==> config.mk <==
export PLATFORM = sky130hd
export DESIGN_NAME = interrupt_enable_bank
export DESIGN_NICKNAME = d
export VERILOG_FILES = /design/src/verilog/irq_gate_fix_note.sv /design/src/verilog/irq_enable_pkg.sv /design/src/verilog/irq_gate.sv /design/src/verilog/interrupt_enable_bank.sv
export VERILOG_INCLUDE_DIRS = /design/src /design/src/verilog
export SDC_FILE = /design/constraint.sdc
export NUM_CORES = 1
export LEC_CHECK = 0
export BUFFER_PORTS_ARGS = -buffer_cell sky130_fd_sc_hd__buf_4
export CAP_MARGIN = 20
export CORE_MARGIN = 2
export CORE_UTILIZATION = 52
export CTS_CLUSTER_SIZE = 10
export DETAILED_ROUTE_END_ITERATION = 10
export PLACE_DENSITY = 0.8
export SLEW_MARGIN = 20
export SYNTH_ARGS = -nofsm -noshare
export SYNTH_HDL_FRONTEND = slang
export SYNTH_SLANG_ARGS = --single-unit
export TNS_END_PERCENT = 30
==> constraint.sdc <==
create_clock -name MCLK_I -period 2.4 [get_ports MCLK_I]
set_input_delay 0.12 -clock MCLK_I [delete_from_list [all_inputs] [get_ports MCLK_I]]
set_output_delay 0.12 -clock MCLK_I [all_outputs]
set_load 0.005 [all_outputs]
==> src/verilog/irq_enable_regs.svh <==
`ifndef IRQ_ENABLE_REGS_SVH
`define IRQ_ENABLE_REGS_SVH

// register map, one aligned 32-bit word per register
`define OFS_ENABLE_BASE   8'h00
`define OFS_FLAG_BASE     8'h14
`define OFS_STATUS        8'h28
`define OFS_CLEAR         8'h2c
`define OFS_IRQ_EN        8'h30
`define OFS_STRIDE        8'h04

`define ENABLE_REG_COUNT  5
`define ENABLE_RESET      16'h0000
`define STATUS_RESET      6'h00

// implemented bit masks of the five enable registers
`define EN0_IMPL_MASK     16'h7fff
`define EN1_IMPL_MASK     16'hfffb
`define EN2_IMPL_MASK     16'hdfff
`define EN3_IMPL_MASK     16'h39ff
`define EN4_IMPL_MASK     16'h00f6

// selected field positions
`define EN0_COMPARE_CH1   2
`define EN0_CAPTURE_CH1   1
`define EN0_EXT_PIN0      0
`define EN1_UART_B_TX     15
`define EN1_UART_B_RX     14
`define EN1_CHANGE_NOTIFY 3
`define EN1_I2C_A_MASTER  1
`define EN1_I2C_A_SLAVE   0
`define EN2_TIMER_SIX     15
`define EN2_SPI_B_ERROR   0
`define EN3_AUDIO_EVENT   12
`define EN3_AUDIO_ERROR   11
`define EN3_CAN_B_EVENT   8
`define EN4_CAN_B_TX      7
`define EN4_CAN_A_TX      6
`define EN4_DMA_CH7_DONE  5
`define EN4_DMA_CH6_DONE  4
`define EN4_UART_B_ERROR  2
`define EN4_UART_A_ERROR  1

// status bit of the bus error event
`define STAT_UNMAPPED     5

`endif

==> src/verilog/irq_gate_fix_note.sv <==
`default_nettype none
`default_nettype wire

==> src/verilog/irq_enable_pkg.sv <==
`default_nettype none
package irq_enable_pkg;

  typedef logic [15:0] word_type;
  typedef word_type [4:0] bank_type;

  typedef struct packed {
    logic        sel;
    logic        enable;
    logic        write;
    logic [7:0]  addr;
    logic [31:0] wdata;
    logic [3:0]  strb;
  } apb_req_type;

  typedef struct packed {
    logic       unmapped;
    logic [4:0] bank_rise;
  } event_type;

  typedef enum logic [2:0] {
    KIND_NONE   = 3'h0,
    KIND_ENABLE = 3'h1,
    KIND_FLAG   = 3'h2,
    KIND_STATUS = 3'h3,
    KIND_CLEAR  = 3'h4,
    KIND_IRQ_EN = 3'h5
  } reg_kind_type;

  typedef struct packed {
    reg_kind_type kind;
    logic [2:0]   idx;
  } decode_type;

  typedef enum logic [1:0] {
    BUS_IDLE   = 2'b00,
    BUS_SETUP  = 2'b01,
    BUS_ACCESS = 2'b11
  } bus_phase_type;

endpackage : irq_enable_pkg
`default_nettype wire

==> src/verilog/irq_gate.sv <==
`default_nettype none
module irq_gate #(
  parameter int WIDTH = 16
) (
  input  wire logic             clk_i,
  input  wire logic             rst_i,
  input  wire logic [WIDTH-1:0] flag_i,
  input  wire logic [WIDTH-1:0] enable_i,
  output logic      [WIDTH-1:0] req_o,
  output logic                  rise_o
);

  logic [WIDTH-1:0] req_reg;
  logic [WIDTH-1:0] req_next;
  logic             rise_reg;
  logic             rise_next;

  // recomputed on every edge, so a dropped flag or enable clears the request at the next edge
  always_comb begin
    req_next  = flag_i & enable_i;                  // [RULE_01] [RULE_12] [RULE_13]
    rise_next = (|req_next) & ~(|req_reg);
  end

  always_ff @(posedge clk_i) begin
    if (rst_i) begin
      req_reg  <= '0;
      rise_reg <= 1'b0;
    end else begin
      req_reg  <= req_next;
      rise_reg <= rise_next;
    end
  end

  assign req_o  = req_reg;
  assign rise_o = rise_reg;

endmodule // irq_gate
`default_nettype wire

==> src/verilog/interrupt_enable_bank.sv <==
`include "irq_enable_regs.svh"
`default_nettype none
// Overview of operation
// [RULE_01] An enable bit at 1 lets its source's request through and at 0 blocks it.
// [RULE_02] Unimplemented enable bits read as 0 and ignore writes.
// [RULE_03] Implemented enable bits are read/write and clear to 0 at reset.
// [RULE_04] Register 0 holds compare 1 at bit 2, capture 1 at bit 1, external pin 0 at bit 0.
// [RULE_05] Register 1 upper byte holds uart b tx/rx, pin 2, timers 5/4, compare 4/3, dma 2.
// [RULE_06] Register 1 lower byte holds capture 8/7, adc 2, pin 1, change notify, gap, i2c a.
// [RULE_07] Register 2 upper byte holds timer 6, dma 4, a gap at 13, compare 8..5, capture 6.
// [RULE_08] Register 2 lower byte holds capture 5..3, dma 3, can a event/rx, spi b event/error.
// [RULE_09] Register 3 upper byte has gaps at 15,14,10,9 and dma 5, audio event/error, can b.
// [RULE_10] Register 3 lower byte holds can b rx, pins 4/3, timers 9/8, i2c b, timer 7.
// [RULE_11] Register 4 holds can b/a tx, dma 7/6 and uart b/a error, all else unimplemented.
// [RULE_12] A flag reads 1 while its source has raised a request, whatever its enable; reads mask it by implemented bits only.
// [RULE_13] Each passed request is the AND of flag and enable, recomputed every cycle.
module interrupt_enable_bank #(
  parameter int ADDR_W = 8
) (
  input  wire logic                     MCLK_I,
  input  wire logic                     RESET_I,
  input  wire logic                     PSEL_I,
  input  wire logic                     PENABLE_I,
  input  wire logic                     PWRITE_I,
  input  wire logic [ADDR_W-1:0]        PADDR_I,
  input  wire logic [31:0]              PWDATA_I,
  input  wire logic [3:0]               PSTRB_I,
  output logic      [31:0]              PRDATA_O,
  output logic                          PREADY_O,
  output logic                          PSLVERR_O,
  input  wire irq_enable_pkg::bank_type FLAG_I,
  output var  irq_enable_pkg::bank_type REQ_O,
  output logic                          IRQ_O
);

  import irq_enable_pkg::*;

  localparam int NREG = `ENABLE_REG_COUNT;

  // implemented-bit mask of one enable register
  function automatic word_type impl_mask(input logic [2:0] idx);
    case (idx)
      3'h0:    impl_mask = `EN0_IMPL_MASK;               // [RULE_04]
      3'h1:    impl_mask = `EN1_IMPL_MASK;               // [RULE_05] [RULE_06]
      3'h2:    impl_mask = `EN2_IMPL_MASK;               // [RULE_07] [RULE_08]
      3'h3:    impl_mask = `EN3_IMPL_MASK;               // [RULE_09] [RULE_10]
      3'h4:    impl_mask = `EN4_IMPL_MASK;               // [RULE_11]
      default: impl_mask = 16'h0000;
    endcase
  endfunction

  // address decode, shared by the read and the write path
  function automatic decode_type decode(input logic [ADDR_W-1:0] addr);
    decode_type d;
    d.kind = KIND_NONE;
    d.idx  = 3'h0;
    for (int i = 0; i < NREG; i++) begin
      if (addr == ADDR_W'(`OFS_ENABLE_BASE + i * `OFS_STRIDE)) begin
        d.kind = KIND_ENABLE;
        d.idx  = 3'(i);
      end
      if (addr == ADDR_W'(`OFS_FLAG_BASE + i * `OFS_STRIDE)) begin
        d.kind = KIND_FLAG;
        d.idx  = 3'(i);
      end
    end
    if (addr == ADDR_W'(`OFS_STATUS)) begin
      d.kind = KIND_STATUS;
    end
    if (addr == ADDR_W'(`OFS_CLEAR)) begin
      d.kind = KIND_CLEAR;
    end
    if (addr == ADDR_W'(`OFS_IRQ_EN)) begin
      d.kind = KIND_IRQ_EN;
    end
    return d;
  endfunction

  // byte-lane merge; only the low two lanes carry register bits
  function automatic word_type merge(input word_type   old,
                                     input logic [15:0] wdata,
                                     input logic [1:0]  strb,
                                     input word_type    mask);
    word_type v;
    v = old;
    for (int b = 0; b < 2; b++) begin
      if (strb[b]) begin
        v[8*b +: 8] = wdata[8*b +: 8];
      end
    end
    return v & mask;                                     // [RULE_02]
  endfunction

  apb_req_type   req;
  decode_type    dec;
  logic          access_now;
  logic          setup_now;
  logic          wr_now;
  logic          legal_access;

  bus_phase_type phase_reg;
  bus_phase_type phase_next;

  // enable group: software view of the bank and the interrupt enable
  bank_type      enable_reg;
  bank_type      enable_next;
  logic [5:0]    irq_en_reg;
  logic [5:0]    irq_en_next;

  // status group: sticky events and the level interrupt
  event_type     status_reg;
  event_type     status_next;
  logic          irq_reg;
  logic          irq_next;

  // read group: held from the setup cycle through the access phase
  logic [31:0]   prdata_reg;
  logic [31:0]   prdata_next;
  logic          pslverr_reg;
  logic          pslverr_next;

  bank_type      req_bank;
  logic [4:0]    bank_rise;
  logic [5:0]    clear_bits;
  event_type     events;
  bank_type      enable_view;
  bank_type      flag_view;

  always_comb begin
    req.sel    = PSEL_I;
    req.enable = PENABLE_I;
    req.write  = PWRITE_I;
    req.addr   = 8'(PADDR_I);
    req.wdata  = PWDATA_I;
    req.strb   = PSTRB_I;
  end

  assign dec        = decode(PADDR_I);
  assign setup_now  = req.sel & ~req.enable;
  assign access_now = req.sel & req.enable;
  // a write needs its own setup cycle first, so a lone penable glitch cannot touch the bank
  assign legal_access = access_now & (phase_reg == BUS_SETUP);
  assign wr_now       = legal_access & req.write;

  // zero wait states: every access phase completes in its first cycle
  assign PREADY_O = access_now;

  // bus phase tracker
  always_comb begin
    phase_next = BUS_IDLE;
    unique case (phase_reg)
      BUS_IDLE, BUS_ACCESS: begin
        if (setup_now) begin
          phase_next = BUS_SETUP;
        end
      end
      BUS_SETUP: begin
        if (access_now) begin
          phase_next = BUS_ACCESS;
        end else if (setup_now) begin
          phase_next = BUS_SETUP;
        end
      end
      default: phase_next = BUS_IDLE;
    endcase
  end

  // masked views, so no read path can ever show an unimplemented bit
  generate
    for (genvar m = 0; m < NREG; m++) begin : g_view
      assign enable_view[m] = enable_reg[m] & impl_mask(3'(m));  // [RULE_02]
      assign flag_view[m]   = FLAG_I[m] & impl_mask(3'(m));      // [RULE_12]
    end
  endgenerate

  // read data and error are captured in the setup cycle so they are stable in the access phase
  always_comb begin
    prdata_next  = prdata_reg;
    pslverr_next = pslverr_reg;
    if (setup_now) begin
      prdata_next  = 32'h0000_0000;
      pslverr_next = 1'b0;
      unique case (dec.kind)
        KIND_ENABLE: prdata_next = {16'h0000, enable_view[dec.idx]}; // [RULE_02]
        KIND_FLAG:   prdata_next = {16'h0000, flag_view[dec.idx]};   // [RULE_12]
        KIND_STATUS: prdata_next = {26'h0000000, status_reg};
        KIND_CLEAR:  prdata_next = 32'h0000_0000;
        KIND_IRQ_EN: prdata_next = {26'h0000000, irq_en_reg};
        KIND_NONE:   pslverr_next = 1'b1;
      endcase
    end
  end

  // enable bank and interrupt enable; flag and status views are read-only
  always_comb begin
    enable_next = enable_reg;
    irq_en_next = irq_en_reg;
    clear_bits  = 6'h00;
    if (wr_now) begin
      unique case (dec.kind)
        KIND_ENABLE: begin
          enable_next[dec.idx] = merge(enable_reg[dec.idx], req.wdata[15:0],
                                       req.strb[1:0], impl_mask(dec.idx)); // [RULE_03]
        end
        KIND_CLEAR: begin
          if (req.strb[0]) begin
            clear_bits = req.wdata[5:0];
          end
        end
        KIND_IRQ_EN: begin
          if (req.strb[0]) begin
            irq_en_next = req.wdata[5:0];
          end
        end
        KIND_FLAG, KIND_STATUS, KIND_NONE: begin
        end
      endcase
    end
  end

  // per-register request gating
  generate
    for (genvar r = 0; r < NREG; r++) begin : g_bank
      irq_gate #(
        .WIDTH (16)
      ) u_gate (
        .clk_i    (MCLK_I),
        .rst_i    (RESET_I),
        .flag_i   (FLAG_I[r]),
        .enable_i (enable_reg[r]),
        .req_o    (req_bank[r]),
        .rise_o   (bank_rise[r])
      );
    end
  endgenerate

  // sticky status; a new event in the clearing cycle survives the clear
  always_comb begin
    events.bank_rise = bank_rise;
    events.unmapped  = access_now & (dec.kind == KIND_NONE);
    status_next      = event_type'((status_reg & ~clear_bits) | events);
    irq_next         = |(status_next & irq_en_next);
  end

  // one register process per group; the status group also takes clear_bits and irq_en_next from the enable group
  always_ff @(posedge MCLK_I) begin
    if (RESET_I) begin
      phase_reg <= BUS_IDLE;
    end else begin
      phase_reg <= phase_next;
    end
  end

  always_ff @(posedge MCLK_I) begin
    if (RESET_I) begin
      prdata_reg  <= 32'h0000_0000;
      pslverr_reg <= 1'b0;
    end else begin
      prdata_reg  <= prdata_next;
      pslverr_reg <= pslverr_next;
    end
  end

  // every source starts blocked after reset
  always_ff @(posedge MCLK_I) begin
    if (RESET_I) begin
      enable_reg <= {NREG{`ENABLE_RESET}};               // [RULE_03]
      irq_en_reg <= 6'h00;
    end else begin
      enable_reg <= enable_next;
      irq_en_reg <= irq_en_next;
    end
  end

  // status and interrupt move together, so the level never lags its cause
  always_ff @(posedge MCLK_I) begin
    if (RESET_I) begin
      status_reg <= `STATUS_RESET;
      irq_reg    <= 1'b0;
    end else begin
      status_reg <= status_next;
      irq_reg    <= irq_next;
    end
  end

  assign PRDATA_O  = prdata_reg;
  assign PSLVERR_O = pslverr_reg & access_now;
  assign REQ_O     = req_bank;
  assign IRQ_O     = irq_reg;

endmodule // interrupt_enable_bank
`default_nettype wire

==> results_dict.tcl <==
set metrics [dict create \
    cts_max_level 4 \
    grt_pass1_wl_mm 51.8 \
    cts_max_path_buffers 2 \
    dr_wl_met2_mm 15.5 \
    reg2reg_from "phase_reg[1]" \
    min_period_ps 2040 \
    cts_tree "built" \
    netlist_area_um2 8640 \
    syn-instance-count 1069 \
    drt_wl_total_mm 34.7 \
    vdd_ir_drop_max_v 0.000493 \
    drt_first_pass_iters 8 \
    wl_met1_mm 13.4 \
    p_total_w 0.00682 \
    setup_viol_count_final 0 \
    wl_met3_mm 4.09 \
    rsz0062_at_grt "false" \
    synth_top_family_by_area "simple AND/OR/NAND/NOR gates" \
    place_congestion 1.06 \
    remaining_drc_errors 0 \
    hold_depth 2 \
    grt_overflow 0 \
    fin_crit_sh_pct 84.9 \
    cp_max_fo 6 \
    cts_resized 0 \
    ff2ff_setup_slack_ps 360 \
    ys_warn_count 0 \
    layout-area-overhead-vs-synth_pct 38.4 \
    grt_pass1_vias 9016 \
    floorplan.initialDensity_pct 52.6 \
    vias 9828 \
    worstSetupStartpointType "flip-flop" \
    slew_viol_final 0 \
    diodes 0 \
    die_height_um 133 \
    fin_nets 1495 \
    grt_max_degree 42 \
    pre_cts_ws_ps 31.6 \
    relSlewSlack_pct 52.8 \
    min_from "FLAG_I[50]" \
    cts-root-buf "clkbuf_16" \
    dieWidth_um 133 \
    grt_usage_pct 38.5 \
    worstHoldPathType "in -> reg" \
    top_layer "met4" \
    synth_compound_area_share_pct 20.4 \
    endpoint_kind "flip-flop" \
    max_freq_ghz 0.491 \
    r2r_cells 9 \
    slowest_delay_ps 310 \
    dpl.hpwl_mm 26.2 \
    finClkSkew_ps 9.43 \
    drive_above_1_share_pct 23.3 \
    post-cts-setup-buffers 0 \
    setup_ws_ps 362 \
    drt_iter0_drc 1358 \
    antenna_found_initial 0 \
    avgSynthCellArea_um2 8.08 \
    min_to "g_bank[3].u_gate.req_o[2]" \
    required_ps 2730 \
    ys.flop_type "dfxtp_1" \
    yosys-top-cells-count "dfxtp_1 (197), nor2_1 (173), nand2_1 (164), a21oi_1 (56), clkbuf_1 (41)" \
    hold-worst-slack_ps 16.9 \
    p_leak_nw 4.95 \
    worst-path-buf-inv 2 \
    yosysMostFrequentCell "dfxtp_1" \
    yosys.area_share.adder_pct 0.290 \
    crit_chain "inv_1, ha_1, nand4_1, nor4_1, buf_4, nand2_1, a21oi_1, o22ai_1, o31a_1" \
    io_buffers 209 \
    clock_sinks 197 \
    fillers 1276 \
    yosysTopAreaCell "dfxtp_1" \
    crit_family "compound AO/OA/AOI/OAI gates" \
    post_drt_wl_per_cell_um 21.7 \
    cts_buffers 17 \
    clk_latency_ps 440 \
    p_per_area_nw_per_um2 571 \
    synth_xor_area_share_pct 0.203 \
    seq_area_frac_synth_pct 45.7 \
    synth-edff-count 0 \
    maxCapViolations 0 \
    tns_ps 0 \
    synth.distinct_cells 63 \
    num_rows 47 \
    ys_seq_elements 197 \
    worstMarginPinSlew_ps 705 \
    synthTopCellsByArea "dfxtp_1 (46%), nor2_1 (7.5%), nand2_1 (7.1%)" \
    reg2reg_to "IRQ_O" \
    ios 244 \
    yosysTopAreaCellShare_pct 45.7 \
    yosys.area_share.simple_pct 27.8 \
    status "complete, no violations" \
    postSynth.asyncResetShare_pct 0 \
    cp.arrival_ps 2370 \
    cp.depth 9 \
    viasPerCell 6.15 \
    synth_mux_area_share_pct 0.927 \
    critPathSlowestCell "dfxtp_1" \
    clk_pin_slew_worst_paths_ps 70 \
    design.core.area_um2 16400 \
    die-area_um2 17700 \
    setup.worst_path.class "reg -> reg" \
    drtAntennaViolNets 0 \
    finalHoldViolations 0 \
]
[layout by cell type, fill, tap and decap left out, drive strengths merged, types with 6 or more instances in the layout]
master and n:
buf 272, dfxtp 197, nor2 173, nand2 164
dlygate4sd3 66, a21oi 56, o21ai 40, a211oi 34
nor4 26, nand3 21, nand4 21, o22ai 20
a22oi 19, clkbuf 19, nor3 17, and2 16
conb 16, inv 16, and3 13, nor2b 12
nand2b 12, a311oi 10, a31oi 10, or4 8
a21o 8, mux2i 8, nor3b 7, nand3b 7
o211ai 7, a222oi 7, clkinv 7, a221oi 6
[kinds of logic (layout without fill, tap and decap cells)]
kind of cell / count (synthesis) / after routing
flip-flops: 197 / 197
buffers and inverters: 90 / 383
AND/OR/NAND/NOR: 511 / 511
adder cells (fa/ha/maj): 2 / 2
multiplexers: 8 / 8
AO/OA/AOI/OAI: 258 / 258
other: 1 / 16
XOR/XNOR: 2 / 2
[through the flow]
| step | cells | utilization [%] | area, um^2 |
|---|---|---|---|
| after floorplan | 1084 | - | 8690 |
| after global placement | 1499 | 65.2 | 10700 |
| after detailed placement | 1499 | 65.2 | 10700 |
| after CTS | 1597 | 72.8 | 12000 |
| after global routing | 1597 | 72.8 | 12000 |
| final | 1597 | 72.8 | 12000 |
[layer usage]
layer	vias to the layer above	global-route usage [%]
li1	4413	-
met1	4549	50.7
met2	731	61.2
met3	135	8.66
met4	0	16.3
met5	-	0
[where the power goes]
group          total, W  internal [W]  switching [W]
clock           0.00284       0.00149        0.00135
combinational  0.000710      0.000314       0.000396
sequential      0.00327       0.00327     0.00000253
total           0.00682       0.00508        0.00174
[worst max path at each step]
| stage | from | to | slack [ps] |
|---|---|---|---|
| 5_1_grt | phase_reg[1] | IRQ_O | 240 |
| 6_report | phase_reg[1] | IRQ_O | 360 |
| 2_1_floorplan | phase_reg[1] | IRQ_O | 140 |
| 4_1_cts | phase_reg[1] | IRQ_O | 400 |
| 3_5_place_dp | PADDR_I[1] | enable_reg[7] | 30 |
| 3_3_place_gp | PADDR_I[1] | IRQ_O | 100 |
[area by class of cell]
| class | count | area, um^2 | share of cell area [%] |
|---|---|---|---|
| multi-input combinational | 797 | 4350 | 36.4 |
| sequential | 197 | 3940 | 33.0 |
| timing repair buffer | 338 | 2740 | 22.9 |
| clock buffer | 19 | 443 | 3.71 |
| tap | 220 | 275 | 2.30 |
| clock inverter | 13 | 146 | 1.23 |
| inverter | 13 | 48.8 | 0.408 |
[worst reg2reg max path: stages, from the launching register on]
cell and delay, ps:
dfxtp_1 310, inv_1 50, ha_1 170, nand4_1 230, nor4_1 290, buf_4 190
nand2_1 70, a21oi_1 230, o22ai_1 100, o31a_1 290
[what timing repair did]
action,in CTS,in global routing
hold endpoints to repair,67,0
setup endpoints to repair,0,0
hold buffers,66,0
Note: power is estimated with default switching activity, not from simulation.
